**src/verilog/ufc_pkg.sv**
```systemverilog
// package for the uart feature configuration block
// register offsets, field positions, reset values and decode helpers
package ufc_pkg;

   // ----------------------------------------------------------------
   // register offsets
   // ----------------------------------------------------------------
   localparam logic [3:0] ADDR_PIN_DIR = 4'h0;
   localparam logic [3:0] ADDR_PIN_LEVEL = 4'h1;
   localparam logic [3:0] ADDR_PIN_IRQ_EN = 4'h2;
   localparam logic [3:0] ADDR_PIN_FUNC = 4'h3;
   localparam logic [3:0] ADDR_EXTRA = 4'h4;
   localparam logic [3:0] ADDR_DIV_LOW = 4'h5;
   localparam logic [3:0] ADDR_DIV_HIGH = 4'h6;
   localparam logic [3:0] ADDR_FRAC = 4'h7;
   localparam logic [3:0] ADDR_ENH = 4'h8;
   localparam logic [3:0] ADDR_RESUME1 = 4'h9;
   localparam logic [3:0] ADDR_RESUME2 = 4'hA;
   localparam logic [3:0] ADDR_HALT1 = 4'hB;
   localparam logic [3:0] ADDR_HALT2 = 4'hC;

   // ----------------------------------------------------------------
   // field positions and writable masks
   // ----------------------------------------------------------------
   localparam int PFC_SOFT_RST = 3;
   localparam int PFC_CHB_SEL = 2;
   localparam int PFC_CHA_SEL = 1;
   localparam int PFC_LATCH = 0;
   localparam logic [7:0] PFC_MASK = 8'h07;
   localparam int EFC_IR_FAST = 7;
   localparam int EFC_POL = 5;
   localparam int EFC_HDX = 4;
   localparam int EFC_TX_DIS = 2;
   localparam int EFC_RX_DIS = 1;
   localparam int EFC_MDROP = 0;
   localparam logic [7:0] EFC_MASK = 8'hB7;
   localparam logic [7:0] FRAC_MASK = 8'h3F;
   localparam int FRAC_SAMP_HI = 5;
   localparam int FRAC_SAMP_LO = 4;
   localparam int ENH_ENABLE = 4;
   // modem pin positions inside a nibble
   localparam int MDM_RI = 3;
   localparam int MDM_CD = 2;
   localparam int MDM_DTR = 1;
   localparam int MDM_DSR = 0;

   // ----------------------------------------------------------------
   // reset values
   // ----------------------------------------------------------------
   localparam logic [7:0] RST_ZERO = 8'h00;
   localparam logic [7:0] RST_DIV_LOW = 8'h01;

   // ----------------------------------------------------------------
   // types and decode
   // ----------------------------------------------------------------
   typedef enum logic [2:0] {
      UFC_SAMP16 = 3'b001,
      UFC_SAMP8 = 3'b010,
      UFC_SAMP4 = 3'b100
   } ufc_samp_e;

   typedef enum logic [3:0] {
      UFC_FLOW_NONE = 4'b0001,
      UFC_FLOW_FIRST = 4'b0010,
      UFC_FLOW_SECOND = 4'b0100,
      UFC_FLOW_BOTH = 4'b1000
   } ufc_flow_e;

   // 10 first pair, 01 second pair, 11 both in sequence
   function automatic ufc_flow_e ufc_flow_decode(input logic [1:0] sel);
      case (sel)
         2'b10: ufc_flow_decode = UFC_FLOW_FIRST;
         2'b01: ufc_flow_decode = UFC_FLOW_SECOND;
         2'b11: ufc_flow_decode = UFC_FLOW_BOTH;
         default: ufc_flow_decode = UFC_FLOW_NONE;
      endcase
   endfunction : ufc_flow_decode

endpackage : ufc_pkg

```
**src/verilog/ufc_gpio_if.sv**
```systemverilog
// interface between the control logic and the pin stage
// assumes both ends run on the same core clock
`timescale 1ns/1ps
interface ufc_gpio_if;
   logic [7:0] level;
   logic [7:0] drive_val;
   logic [7:0] drive_en;
   modport ctrl (input level, output drive_val, output drive_en);
   modport pins (output level, input drive_val, input drive_en);
endinterface : ufc_gpio_if

```
**src/verilog/ufc_gpio.sv**
```systemverilog
// pin stage: input synchroniser and registered pin drivers
// assumes pin inputs are asynchronous to core_clk
`timescale 1ns/1ps
module ufc_gpio (
   // clock and reset
   input wire logic core_clk,
   input wire logic rst_b,
   // pins
   input wire logic [7:0] pin_in,
   output logic [7:0] pin_out,
   output logic [7:0] pin_oe_n,
   // control side
   ufc_gpio_if.pins g
);
   import ufc_pkg::*;

   logic [7:0] sync_first;
   logic [7:0] sync_second;

   // ----------------------------------------------------------------
   // two flop synchroniser
   // ----------------------------------------------------------------
   always_ff @(posedge core_clk) begin
      if (!rst_b) begin
         sync_first <= RST_ZERO;
         sync_second <= RST_ZERO;
      end else begin
         sync_first <= pin_in;
         sync_second <= sync_first;
      end
   end

   assign g.level = sync_second;

   // ----------------------------------------------------------------
   // drivers, all pins released during reset
   // ----------------------------------------------------------------
   always_ff @(posedge core_clk) begin
      if (!rst_b) begin
         pin_out <= RST_ZERO;
         pin_oe_n <= 8'hFF;
      end else begin
         pin_out <= g.drive_val;
         pin_oe_n <= ~g.drive_en;
      end
   end

endmodule : ufc_gpio

```
**src/verilog/ufc_top.sv**
```systemverilog
// uart feature configuration: pin function, extra features, baud divisor
// and software flow control selection for a two channel uart
// assumes a single-cycle register port from the host serial slave logic
// and that the transmit/receive engines honour the control outputs
//
// Overview of operation
// soft reset bit clears modem selects, self-clears
// channel b select maps pins 3..0 to modem
// channel a select maps pins 7..4 to modem
// host sets terminal ready pin as output
// unlatched: change interrupts, read or return clears
// latched: change captured and held until read
// infrared bit picks 3/16 or 1/4 pulse
// half duplex bit makes rts the direction
// polarity bit inverts direction output level
// transmit disable stops after current shift character
// receive disable stops, current character completes
// multidrop bit selects 9-bit operation
// divisor is high:low plus fraction/16
// fraction register reachable only when enhanced enabled
// sampling field selects 16x, 8x or 4x
// transmit flow bits select characters sent
// receive flow bits select characters compared
// host clears flow bits before new setting
// enhanced enable gates writes, clear latches values
// level register reads pins, writes drive outputs
// reserved bits read zero, writes ignored
`timescale 1ns/1ps
module ufc_top (
   // clock and reset
   input wire logic core_clk,
   input wire logic rst_b,
   // register port
   input wire logic [3:0] reg_addr,
   input wire logic reg_wr,
   input wire logic reg_rd,
   input wire logic [7:0] reg_wdata,
   output logic [7:0] reg_rdata,
   // general purpose / modem pins
   input wire logic [7:0] pin_in,
   output logic [7:0] pin_out,
   output logic [7:0] pin_oe_n,
   output logic pin_change_irq,
   // modem signals towards the channels
   input wire logic cha_terminal_ready_n,
   input wire logic chb_terminal_ready_n,
   output logic cha_ring_indicator_n,
   output logic cha_carrier_detect_n,
   output logic cha_set_ready_n,
   output logic chb_ring_indicator_n,
   output logic chb_carrier_detect_n,
   output logic chb_set_ready_n,
   output logic uart_soft_reset,
   // request-to-send path
   input wire logic tx_active,
   input wire logic rts_n_flow,
   output logic rts_n_pin,
   // controls towards the uart engines
   output logic ir_quarter_pulse,
   output logic tx_disable,
   output logic rx_disable,
   output logic multidrop_en,
   output logic [19:0] baud_divisor,
   output ufc_pkg::ufc_samp_e sample_rate,
   output ufc_pkg::ufc_flow_e tx_flow_sel,
   output ufc_pkg::ufc_flow_e rx_flow_sel,
   output logic [7:0] resume_char_first,
   output logic [7:0] resume_char_second,
   output logic [7:0] halt_char_first,
   output logic [7:0] halt_char_second
);
   import ufc_pkg::*;

   // ------------
   // registers and internal signals
   // ------------
   logic [7:0] pin_direction_register;
   logic [7:0] pin_level_out;
   logic [7:0] pin_irq_enable;
   logic [7:0] pin_function_control;
   logic [7:0] extra_feature_control;
   logic [7:0] baud_divisor_low;
   logic [7:0] baud_divisor_high;
   logic [7:0] baud_fraction_sampling;
   logic [7:0] enhanced_feature_select;
   logic [7:0] ref_level;
   logic [7:0] held_level;
   logic [7:0] held_pend;
   logic [7:0] change;
   logic [7:0] watched;
   logic [7:0] level_view;
   logic [7:0] next_rdata;
   logic [7:0] modem_pins;
   logic [7:0] next_drive_val;
   logic [7:0] next_drive_en;
   logic wr_en;
   logic rd_level;
   logic latch_mode;
   logic cha_modem;
   logic chb_modem;
   logic enh_open;

   ufc_gpio_if gif ();

   ufc_gpio u_gpio (
      .core_clk (core_clk),
      .rst_b (rst_b),
      .pin_in (pin_in),
      .pin_out (pin_out),
      .pin_oe_n (pin_oe_n),
      .g (gif.pins)
   );

   assign wr_en = reg_wr;
   assign rd_level = reg_rd && (reg_addr == ADDR_PIN_LEVEL);
   assign latch_mode = pin_function_control[PFC_LATCH];
   assign chb_modem = pin_function_control[PFC_CHB_SEL];
   assign cha_modem = pin_function_control[PFC_CHA_SEL];
   assign enh_open = enhanced_feature_select[ENH_ENABLE];

   // ------------
   // pin function control
   // ------------
   always_ff @(posedge core_clk) begin
      if (!rst_b) begin
         pin_function_control <= RST_ZERO;
      end else if (wr_en && reg_addr == ADDR_PIN_FUNC) begin
         if (reg_wdata[PFC_SOFT_RST]) begin
            // soft reset drops both modem selects; bit itself never stored
            pin_function_control <= {7'h00, reg_wdata[PFC_LATCH]};
         end else begin
            pin_function_control <= reg_wdata & PFC_MASK;
         end
      end
   end

   always_ff @(posedge core_clk) begin
      if (!rst_b) begin
         uart_soft_reset <= 1'b0;
      end else begin
         uart_soft_reset <= wr_en && reg_addr == ADDR_PIN_FUNC && reg_wdata[PFC_SOFT_RST];
      end
   end

   // ------------
   // direction, output level and interrupt enable
   // ------------
   always_ff @(posedge core_clk) begin
      if (!rst_b) begin
         pin_direction_register <= RST_ZERO;
         pin_level_out <= RST_ZERO;
         pin_irq_enable <= RST_ZERO;
      end else if (wr_en) begin
         if (reg_addr == ADDR_PIN_DIR) begin
            pin_direction_register <= reg_wdata;
         end
         if (reg_addr == ADDR_PIN_LEVEL) begin
            pin_level_out <= reg_wdata;
         end
         if (reg_addr == ADDR_PIN_IRQ_EN) begin
            pin_irq_enable <= reg_wdata;
         end
      end
   end

   // ------------
   // pin drive: gpio or modem per nibble
   // ------------
   always_comb begin
      next_drive_val = pin_level_out;
      next_drive_en = pin_direction_register;
      if (chb_modem) begin
         next_drive_val[3:0] = 4'h0;
         next_drive_val[MDM_DTR] = chb_terminal_ready_n;
         // only the terminal ready pin drives, and only once host set it output
         next_drive_en[3:0] = 4'h0;
         next_drive_en[MDM_DTR] = pin_direction_register[MDM_DTR];
      end
      if (cha_modem) begin
         next_drive_val[7:4] = 4'h0;
         next_drive_val[4 + MDM_DTR] = cha_terminal_ready_n;
         next_drive_en[7:4] = 4'h0;
         next_drive_en[4 + MDM_DTR] = pin_direction_register[4 + MDM_DTR];
      end
   end

   assign gif.drive_val = next_drive_val;
   assign gif.drive_en = next_drive_en;

   // ------------
   // modem inputs towards the channels, idle high when not selected
   // ------------
   assign modem_pins = gif.level;

   always_ff @(posedge core_clk) begin
      if (!rst_b) begin
         chb_ring_indicator_n <= 1'b1;
         chb_carrier_detect_n <= 1'b1;
         chb_set_ready_n <= 1'b1;
         cha_ring_indicator_n <= 1'b1;
         cha_carrier_detect_n <= 1'b1;
         cha_set_ready_n <= 1'b1;
      end else begin
         chb_ring_indicator_n <= chb_modem ? modem_pins[MDM_RI] : 1'b1;
         chb_carrier_detect_n <= chb_modem ? modem_pins[MDM_CD] : 1'b1;
         chb_set_ready_n <= chb_modem ? modem_pins[MDM_DSR] : 1'b1;
         cha_ring_indicator_n <= cha_modem ? modem_pins[4 + MDM_RI] : 1'b1;
         cha_carrier_detect_n <= cha_modem ? modem_pins[4 + MDM_CD] : 1'b1;
         cha_set_ready_n <= cha_modem ? modem_pins[4 + MDM_DSR] : 1'b1;
      end
   end

   // ------------
   // input change detection and latching
   // ------------
   // only gpio-mode input pins are watched
   assign watched = ~pin_direction_register & {{4{~cha_modem}}, {4{~chb_modem}}};
   assign change = (gif.level ^ ref_level) & watched;

   // latched bits show the captured value, others the live level
   always_comb begin
      level_view = gif.level;
      for (int i = 0; i < 8; i++) begin
         if (latch_mode && held_pend[i]) begin
            level_view[i] = held_level[i];
         end
      end
   end

   // reference follows the value the host last saw
   always_ff @(posedge core_clk) begin
      if (!rst_b) begin
         ref_level <= RST_ZERO;
      end else if (rd_level) begin
         ref_level <= level_view;
      end
   end

   // a change in the read cycle is read live and becomes the new reference, so it does not re-arm
   always_ff @(posedge core_clk) begin
      if (!rst_b) begin
         held_pend <= RST_ZERO;
         held_level <= RST_ZERO;
      end else if (!latch_mode || rd_level) begin
         held_pend <= RST_ZERO;
      end else begin
         for (int i = 0; i < 8; i++) begin
            if (change[i] && !held_pend[i]) begin
               held_pend[i] <= 1'b1;
               held_level[i] <= gif.level[i];
            end
         end
      end
   end

   // unlatched: pending is the live difference, so a return clears it
   always_ff @(posedge core_clk) begin
      if (!rst_b) begin
         pin_change_irq <= 1'b0;
      end else if (latch_mode) begin
         pin_change_irq <= |(held_pend & pin_irq_enable) && !rd_level;
      end else begin
         pin_change_irq <= |(change & pin_irq_enable) && !rd_level;
      end
   end

   // ------------
   // extra feature control and its outputs
   // ------------
   always_ff @(posedge core_clk) begin
      if (!rst_b) begin
         extra_feature_control <= RST_ZERO;
      end else if (wr_en && reg_addr == ADDR_EXTRA) begin
         extra_feature_control <= reg_wdata & EFC_MASK;
      end
   end

   assign ir_quarter_pulse = extra_feature_control[EFC_IR_FAST];
   // engine finishes the shifting character before idling
   assign tx_disable = extra_feature_control[EFC_TX_DIS];
   // engine completes the character in progress into its fifo
   assign rx_disable = extra_feature_control[EFC_RX_DIS];
   assign multidrop_en = extra_feature_control[EFC_MDROP];

   always_ff @(posedge core_clk) begin
      if (!rst_b) begin
         rts_n_pin <= 1'b1;
      end else if (extra_feature_control[EFC_HDX]) begin
         // polarity 0: low while sending, high while listening
         rts_n_pin <= extra_feature_control[EFC_POL] ? tx_active : !tx_active; // see R08
      end else begin
         rts_n_pin <= rts_n_flow;
      end
   end

   // ------------
   // baud divisor and sampling rate
   // ------------
   always_ff @(posedge core_clk) begin
      if (!rst_b) begin
         baud_divisor_low <= RST_DIV_LOW;
         baud_divisor_high <= RST_ZERO;
      end else if (wr_en) begin
         if (reg_addr == ADDR_DIV_LOW) begin
            baud_divisor_low <= reg_wdata;
         end
         if (reg_addr == ADDR_DIV_HIGH) begin
            baud_divisor_high <= reg_wdata;
         end
      end
   end

   // fraction writes only pass while enhanced functions are open
   always_ff @(posedge core_clk) begin
      if (!rst_b) begin
         baud_fraction_sampling <= RST_ZERO;
      end else if (wr_en && reg_addr == ADDR_FRAC && enh_open) begin // see R14
         baud_fraction_sampling <= reg_wdata & FRAC_MASK;
      end
   end

   // 16.4 fixed point: integer above, sixteenths below
   assign baud_divisor = {baud_divisor_high, baud_divisor_low, baud_fraction_sampling[3:0]};

   always_comb begin
      if (baud_fraction_sampling[FRAC_SAMP_HI]) begin
         sample_rate = UFC_SAMP4;
      end else if (baud_fraction_sampling[FRAC_SAMP_LO]) begin
         sample_rate = UFC_SAMP8;
      end else begin
         sample_rate = UFC_SAMP16;
      end
   end

   // ------------
   // enhanced feature select and flow characters
   // ------------
   always_ff @(posedge core_clk) begin
      if (!rst_b) begin
         enhanced_feature_select <= RST_ZERO;
      end else if (wr_en && reg_addr == ADDR_ENH) begin
         enhanced_feature_select <= reg_wdata;
      end
   end

   assign tx_flow_sel = ufc_flow_decode(enhanced_feature_select[3:2]);
   assign rx_flow_sel = ufc_flow_decode(enhanced_feature_select[1:0]);

   always_ff @(posedge core_clk) begin
      if (!rst_b) begin
         resume_char_first <= RST_ZERO;
         resume_char_second <= RST_ZERO;
         halt_char_first <= RST_ZERO;
         halt_char_second <= RST_ZERO;
      end else if (wr_en) begin
         if (reg_addr == ADDR_RESUME1) begin
            resume_char_first <= reg_wdata;
         end
         if (reg_addr == ADDR_RESUME2) begin
            resume_char_second <= reg_wdata;
         end
         if (reg_addr == ADDR_HALT1) begin
            halt_char_first <= reg_wdata;
         end
         if (reg_addr == ADDR_HALT2) begin
            halt_char_second <= reg_wdata;
         end
      end
   end

   // ------------
   // read back
   // ------------
   always_comb begin
      case (reg_addr)
         ADDR_PIN_DIR: next_rdata = pin_direction_register;
         ADDR_PIN_LEVEL: next_rdata = level_view;
         ADDR_PIN_IRQ_EN: next_rdata = pin_irq_enable;
         ADDR_PIN_FUNC: next_rdata = pin_function_control;
         ADDR_EXTRA: next_rdata = extra_feature_control;
         ADDR_DIV_LOW: next_rdata = baud_divisor_low;
         ADDR_DIV_HIGH: next_rdata = baud_divisor_high;
         ADDR_FRAC: next_rdata = enh_open ? baud_fraction_sampling : RST_ZERO;
         ADDR_ENH: next_rdata = enhanced_feature_select;
         ADDR_RESUME1: next_rdata = resume_char_first;
         ADDR_RESUME2: next_rdata = resume_char_second;
         ADDR_HALT1: next_rdata = halt_char_first;
         ADDR_HALT2: next_rdata = halt_char_second;
         default: next_rdata = RST_ZERO;
      endcase
   end

   always_ff @(posedge core_clk) begin
      if (!rst_b) begin
         reg_rdata <= RST_ZERO;
      end else if (reg_rd) begin
         reg_rdata <= next_rdata;
      end
   end

endmodule : ufc_top

```
**config.mk**
```make
export PLATFORM = sky130hd
export DESIGN_NAME = ufc_top
export DESIGN_NICKNAME = d
export VERILOG_FILES = /design/src/verilog/ufc_pkg.sv /design/src/verilog/ufc_gpio_if.sv /design/src/verilog/ufc_gpio.sv /design/src/verilog/ufc_top.sv
export SDC_FILE = /design/constraint.sdc
export NUM_CORES = 1
export LEC_CHECK = 0
export ABC_AREA = 1
export BUFFER_PORTS_ARGS = -buffer_cell sky130_fd_sc_hd__clkbuf_2
export CAP_MARGIN = 20
export CORE_MARGIN = 5
export CORE_UTILIZATION = 40
export CTS_CLUSTER_SIZE = 40
export DETAILED_ROUTE_END_ITERATION = 7
export GPL_ROUTABILITY_DRIVEN = 0
export PLACE_DENSITY = 0.59
export SYNTH_ARGS = -nofsm -noshare
export SYNTH_HDL_FRONTEND = slang
export SYNTH_SLANG_ARGS = --single-unit
```
**constraint.sdc**
```tcl
create_clock -name core_clk -period 4.07 [get_ports core_clk]
set_input_delay 0.2035 -clock core_clk [delete_from_list [all_inputs] [get_ports core_clk]]
set_output_delay 0.2035 -clock core_clk [all_outputs]
set_load 0.02 [all_outputs]
```
[Yosys cells after proc, flatten, opt, wreduce, memory -nomap -nowiden]
Cells that the tools add are included.
Word-level totals
  register bits: 173
Operators by class
  equal/unequal tests: 18
  multiplexer cells: 22
  bitwise gates (word level): 11
  reductions and logical operators: 62
Operators by type and width (number)
  8-bit one-hot mux with 13 select lines: 1
  2-bit AND reduction: 19
  8-bit AND: 4
  1-bit logical AND: 25
  4-bit one-hot mux with 3 select lines: 2
  4-bit equality test, second input constant: 5
  4-bit by 3-bit equality test with 1-bit output, second input constant: 4
  8-bit inverter: 2
  8-bit OR reduction: 2
  1-bit logical NOT: 11
  1-bit 2-to-1 mux: 11
  2-bit equality test, second input constant: 4
  4-bit by 2-bit equality test with 1-bit output, second input constant: 2
  4-bit 2-to-1 mux: 2
  8-bit XOR: 1
  2-bit 2-to-1 mux: 3
  3-bit 2-to-1 mux: 2
  6-bit 2-to-1 mux: 1
  2-bit OR reduction: 3
  2-bit by 1-bit equality test with 1-bit output, second input constant: 2
  4-bit by 1-bit equality test with 1-bit output, second input constant: 1
  4-bit logical NOT: 1
  1-bit inverter: 4
  1-bit logical OR: 1

[Depth between registers and ports, before layout]
  depth in word-level cells: 7
  gate-level depth with buffers: 11
  mapped depth without buffers: 10

[Cells and area by module]
Synthesis repeated with hierarchy kept, for this count alone.
Second synthesis, totals
  cell total of the unflattened synthesis: 1031
  area total of the unflattened synthesis: 7233.2 µm²
Modules (own cells, without submodules)
  ufc_top: instances 1, cells each 940, area each 6348.6 µm², sequential area each 2722.6 µm²
  ufc_gpio: instances 1, cells each 91, area each 884.6 µm², sequential area each 640.6 µm²

[Worst setup path before layout]
No wires, ideal clock.
  path type: flip-flop to flip-flop
  from: register pin_function_control[0]
  to: register reg_rdata[0]
  arrival: 1141 ps
  data required time: 3938 ps
  path slack: 2797 ps
  cell stages (with the launch flop): 10
  buffers on the path: 2
  path through: dfxtp_1 > buf_2 > buf_2 > nand3_1 > nand2_1 > nor2_1 > nor3_1 > nand2_1 > nand2_1 > a21oi_1
Between the ends
  cells in the longest elaborated chain, start to end: 3
Ends and longest elaborated chain
  from (decl): line ufc_top.sv:80  | logic [7:0] pin_function_control;
  from (signal assigned): line ufc_top.sv:130  | pin_function_control <= {7'h00, reg_wdata[PFC_LATCH]};
  from (signal assigned): line ufc_top.sv:132  | pin_function_control <= reg_wdata & PFC_MASK;
  1-bit logical AND: line ufc_top.sv:224  | if (latch_mode && held_pend[i]) begin
  1-bit 2-to-1 mux: line ufc_top.sv:224
  8-bit one-hot mux with 13 select lines (*): line ufc_top.sv:375  | case (reg_addr)
  to (signal assigned): line ufc_top.sv:397  | reg_rdata <= next_rdata;
  to (decl): line ufc_top.sv:38  | output logic [7:0] reg_rdata,
Mark *: on every way between the ends. The rest lies on a longest branch, timed or not.
A chain may end at the register's enable or synchronous reset.

[Worst setup path in the final report]
  from: register pin_function_control[0]
  to: register reg_rdata[7]
Between the ends
  cells in the longest elaborated chain, start to end: 3
Ends and longest elaborated chain (line)
  1-bit logical AND: ufc_top.sv:224
  1-bit 2-to-1 mux: ufc_top.sv:224
  8-bit one-hot mux with 13 select lines: ufc_top.sv:375
No other way between the ends.

==> results.md <==
- For this design the static power due to leakage is 3.68 nW.
- The width of the die is 143 um.
- Before antenna repair, the detailed router went through 7 iterations.
- The post-synthesis cell type count is 21.
- The largest fanout on the critical path is 17.
- CTS placed an instance of sky130_fd_sc_hd__clkbuf_16 at the clock tree root.
- The worst setup path is captured at a flip-flop.
- The routing usage on met3 is 4.39%.
- The number of enable flip-flop cells after synthesis is 0.
- The share of synthesized flip-flops with an asynchronous set or reset is 0%.
- The largest voltage drop on the vdd net is 322 uV.
- The most used flip-flop cell after synthesis is sky130_fd_sc_hd__dfxtp_1.
- After routing, the total negative slack on setup checks comes to 0 ns.
- The least setup slack across all paths after layout is 2.19 ns.
- The count of state elements after synthesis is 168.
- The power per unit of standard cell area is 442 nW/um^2.
- Once the floorplan was initialized, standard cells occupied 40.7% of the core.
- The type of the worst setup path is reg2reg.
- A synthesized cell averages 6.98 sq um.
- The count of inserted antenna diode cells is 0.
- The final setup skew is 0.00890 ns.
- The TritonCTS clock tree is built.
- The vertical die dimension is 143 um.
- The worst-case clock buffer depth is 2.
- The worst setup path is launched from a flip-flop.
- Per report_power, the combinational group accounts for 6.0% of the total.
- Once detail routing completed, the nets flagged for antenna violations numbered 0.
- In this run the power spent charging and discharging nets is 0.000863 W.
- The routed design could run at a clock period as short as 1.88 ns.
- The run finished with clean final reports.
- The number of antenna violations at the first check in global routing was 0.
- The net count of the mapped netlist is 1037.
- For this design the top-level I/O count stands at 128.
- The total of warnings raised by yosys is 0.
- The via count of the routed design is 6920.
- The clock edge transition at the registers on the reported setup and hold paths is 0.07 ns.
- The proportion of total power due to net switching is 22.9%.
- In the global route stage, met1 resource usage came out at 31.1%.
- The share of total power dissipated in the clock network is 49.3%.
- After global routing, the most crowded layer is met2.
- The measured slew at the worst slew-check pin is 0.921 ns.
- The finished layout cell area is 8540 sq um.
- The clock latency at the later pin of the worst-skew pair is 0.43 ns.
- The die covers 20400 sq um.
- The core utilization of the finished layout is 49.3%.
- The number of max-slew violations in the final report is 0.
- Setup violations remaining at the end of the flow were counted as 0.
- The via count of the first global-routing pass was 6530.
- Data on the critical path is required at its endpoint by 4.35 ns.
- After the last flow step, the layout net total stands at 1146.
- Sequential cells account for 44.8% of the total power.
- The commonest cells after synthesis are sky130_fd_sc_hd__nand2_1 (268), sky130_fd_sc_hd__dfxtp_1 (168), sky130_fd_sc_hd__a21oi_1 (121).
- The sequential cells in the finished layout cover a total of 3360 sq um.
- The core region area is 17300 sq um.
- Counting the fill cells in the layout gives 1754.
- Setup repair after global routing left no endpoint under its margin.
- The first global-routing pass estimated 36.2 mm of wire.
- Global routing used 22.8% of the available tracks.
- Input and output buffers added on the ports amount to 127.
- The endpoint arrival time on the critical path is 2.16 ns.
- The TritonCTS sink count is 168.
- The top cell type's share of synthesized area is 47.7%.
- The number of buffers added by the clock tree synthesis step is 17.
- The wire-length estimate of the detail-placed layout is 16.2 mm.
- The level count of the clock H-tree is 4.
- The detail-routed net length per standard cell is 17.0 um.
- The final global-route overflow total is 0.
- The DRC violation count after routing is 0.
- The routed design has 23.0 mm of wire.
- The number of DRC violations after detailed-routing iteration 0 is 627.
- The synthesis-to-finish area growth is 21.1%.
- The worst slack at placement is 1.96 ns.
- In the finished design, the share of the clock period the worst path needs comes to 46.3%.
- The worst relative slew slack is 38.4%.
- In the global route stage, met2 resource usage came out at 36.1%.
- The tool flagged a number of max-cap violations equal to 0.
- The cell area reported after detailed placement is 7760 sq um.
- The maximum operating frequency is 531 MHz.
- Ranked by total cell area, the synthesized netlist is headed by sky130_fd_sc_hd__dfxtp_1 (48%), sky130_fd_sc_hd__nand2_1 (14%), sky130_fd_sc_hd__a21oi_1 (8.6%), sky130_fd_sc_hd__nand3_1 (8.5%), sky130_fd_sc_hd__inv_1 (5.9%).
- Using the TritonRoute via totals, the vias-per-cell ratio works out to 5.10.
- The number of endpoints with negative hold slack in the final report was 0.
- Summing every instance area after synthesis gives 7050 sq um.
- Cells with a size suffix above 1 make up 15.8% of the layout.
- Entering global routing, the biggest net connects 45 pins.
- The number of standard cells after synthesis is 1009.
- The initialized floorplan defines 48 standard-cell rows.
- Post-CTS timing repair inserted 0 buffers for setup.
- sky130_fd_sc_hd__dfxtp_1 takes more of the synthesized area than any other cell.
- Internal power comes to 0.00291 W.
- The combined area of the multi-input logic cells is 3020 sq um.
- The sequential cell area fraction in the yosys report is 47.7%.
- The worst hold-check path type is in2reg.
- The cell with the most instances after synthesis is sky130_fd_sc_hd__nand2_1.
## per-layer routing
layer  vias up  part of all wire [%]
li1       3478                     -
met4         0                   2.6
met3        39                   6.6
met1      3172                    45
met5         -                     0
met2       231                    45
## layout by cell type (no fill, tap or decap), types with 4 or more instances in the layout
master                          instances
sky130_fd_sc_hd__a21oi_1              121
sky130_fd_sc_hd__bufinv_16              6
sky130_fd_sc_hd__clkbuf_16             17
sky130_fd_sc_hd__clkbuf_2             127
sky130_fd_sc_hd__dfxtp_1              168
sky130_fd_sc_hd__dlygate4sd3_1         10
sky130_fd_sc_hd__inv_1                110
sky130_fd_sc_hd__nand2_1              268
sky130_fd_sc_hd__nand2_2                5
sky130_fd_sc_hd__nand3_1              120
sky130_fd_sc_hd__nand4_1                4
sky130_fd_sc_hd__nor2_1                64
sky130_fd_sc_hd__nor2_2                10
sky130_fd_sc_hd__nor3_1                13
sky130_fd_sc_hd__nor4_1                 8
sky130_fd_sc_hd__o21ai_0               47
sky130_fd_sc_hd__o22ai_1               13
## area by class of cell
cell class / instances / share of cell area [%]
Sequential cell: 168 / 39.4
Multi-Input combinational cell: 675 / 35.4
Clock inverter: 11 / 2.57
Inverter: 116 / 5.10
Tap cell: 225 / 3.30
Timing Repair Buffer: 140 / 8.88
Clock buffer: 21 / 5.39
## cell families (layout without fill, tap and decap cells)
group	count (synthesis)	after routing	synth area share, %
and+or+nand+nor	493	493	29.6
xor gates and xnor gates	1	1	0.124
AOI/OAI and AO/OA	181	181	13.1
buffers and inverters	166	288	9.45
DFF	168	168	47.7
## power by group through the flow
| stage | clock network [W] | logic, W | registers (W) |
|---|---|---|---|
| floorplan | 0 | 0.000126 | 0.00173 |
| global placement | 0 | 0.000215 | 0.00173 |
| detailed placement | 0 | 0.000216 | 0.00173 |
| CTS | 0.00188 | 0.000225 | 0.00169 |
| global route | 0.00196 | 0.000249 | 0.00169 |
| finish | 0.00186 | 0.000226 | 0.00169 |
## worst max-delay path, cell delays in order, from the launching register on
cell and delay (ns):
sky130_fd_sc_hd__dfxtp_1 0.75, sky130_fd_sc_hd__nand2_1 0.16, sky130_fd_sc_hd__o21ai_0 0.36, sky130_fd_sc_hd__nor2_1 0.07, sky130_fd_sc_hd__nor2_1 0.15, sky130_fd_sc_hd__nand3_1 0.09, sky130_fd_sc_hd__nand2_1 0.08, sky130_fd_sc_hd__a21oi_1 0.06
## path summary, 6_finish.rpt
| kind | from | end | slack [ns] | cells after the start |
|---|---|---|---|---|
| min | rts_n_flow | rts_n_pin | 0.02 | 3 |
| max reg2reg | pin_function_control[0] | reg_rdata[7] | 2.19 | 7 |
| min reg2reg | pin_direction_register[3] | u_gpio.pin_oe_n[3] | 0.41 | 1 |
| max | pin_function_control[0] | reg_rdata[7] | 2.19 | 7 |
## metrics by stage
stage | hold WS [ns] | std cells | total power, W
4_1_cts | 0.000983 | 1356 | 0.00380
6_report | 0.0231 | 1356 | 0.00378
2_1_floorplan | 0.301 | 1009 | 0.00186
3_3_place_gp | 0.389 | 1314 | 0.00194
3_5_place_dp | 0.387 | 1314 | 0.00194
5_1_grt | 0.0485 | 1356 | 0.00390
## what timing repair did
action | CTS | global route
hold buffers | 10 | 0
gates resized for setup | 0 | 0
endpoints found under the hold margin | 10 | 0
Note: power is estimated with default switching activity, not from simulation.
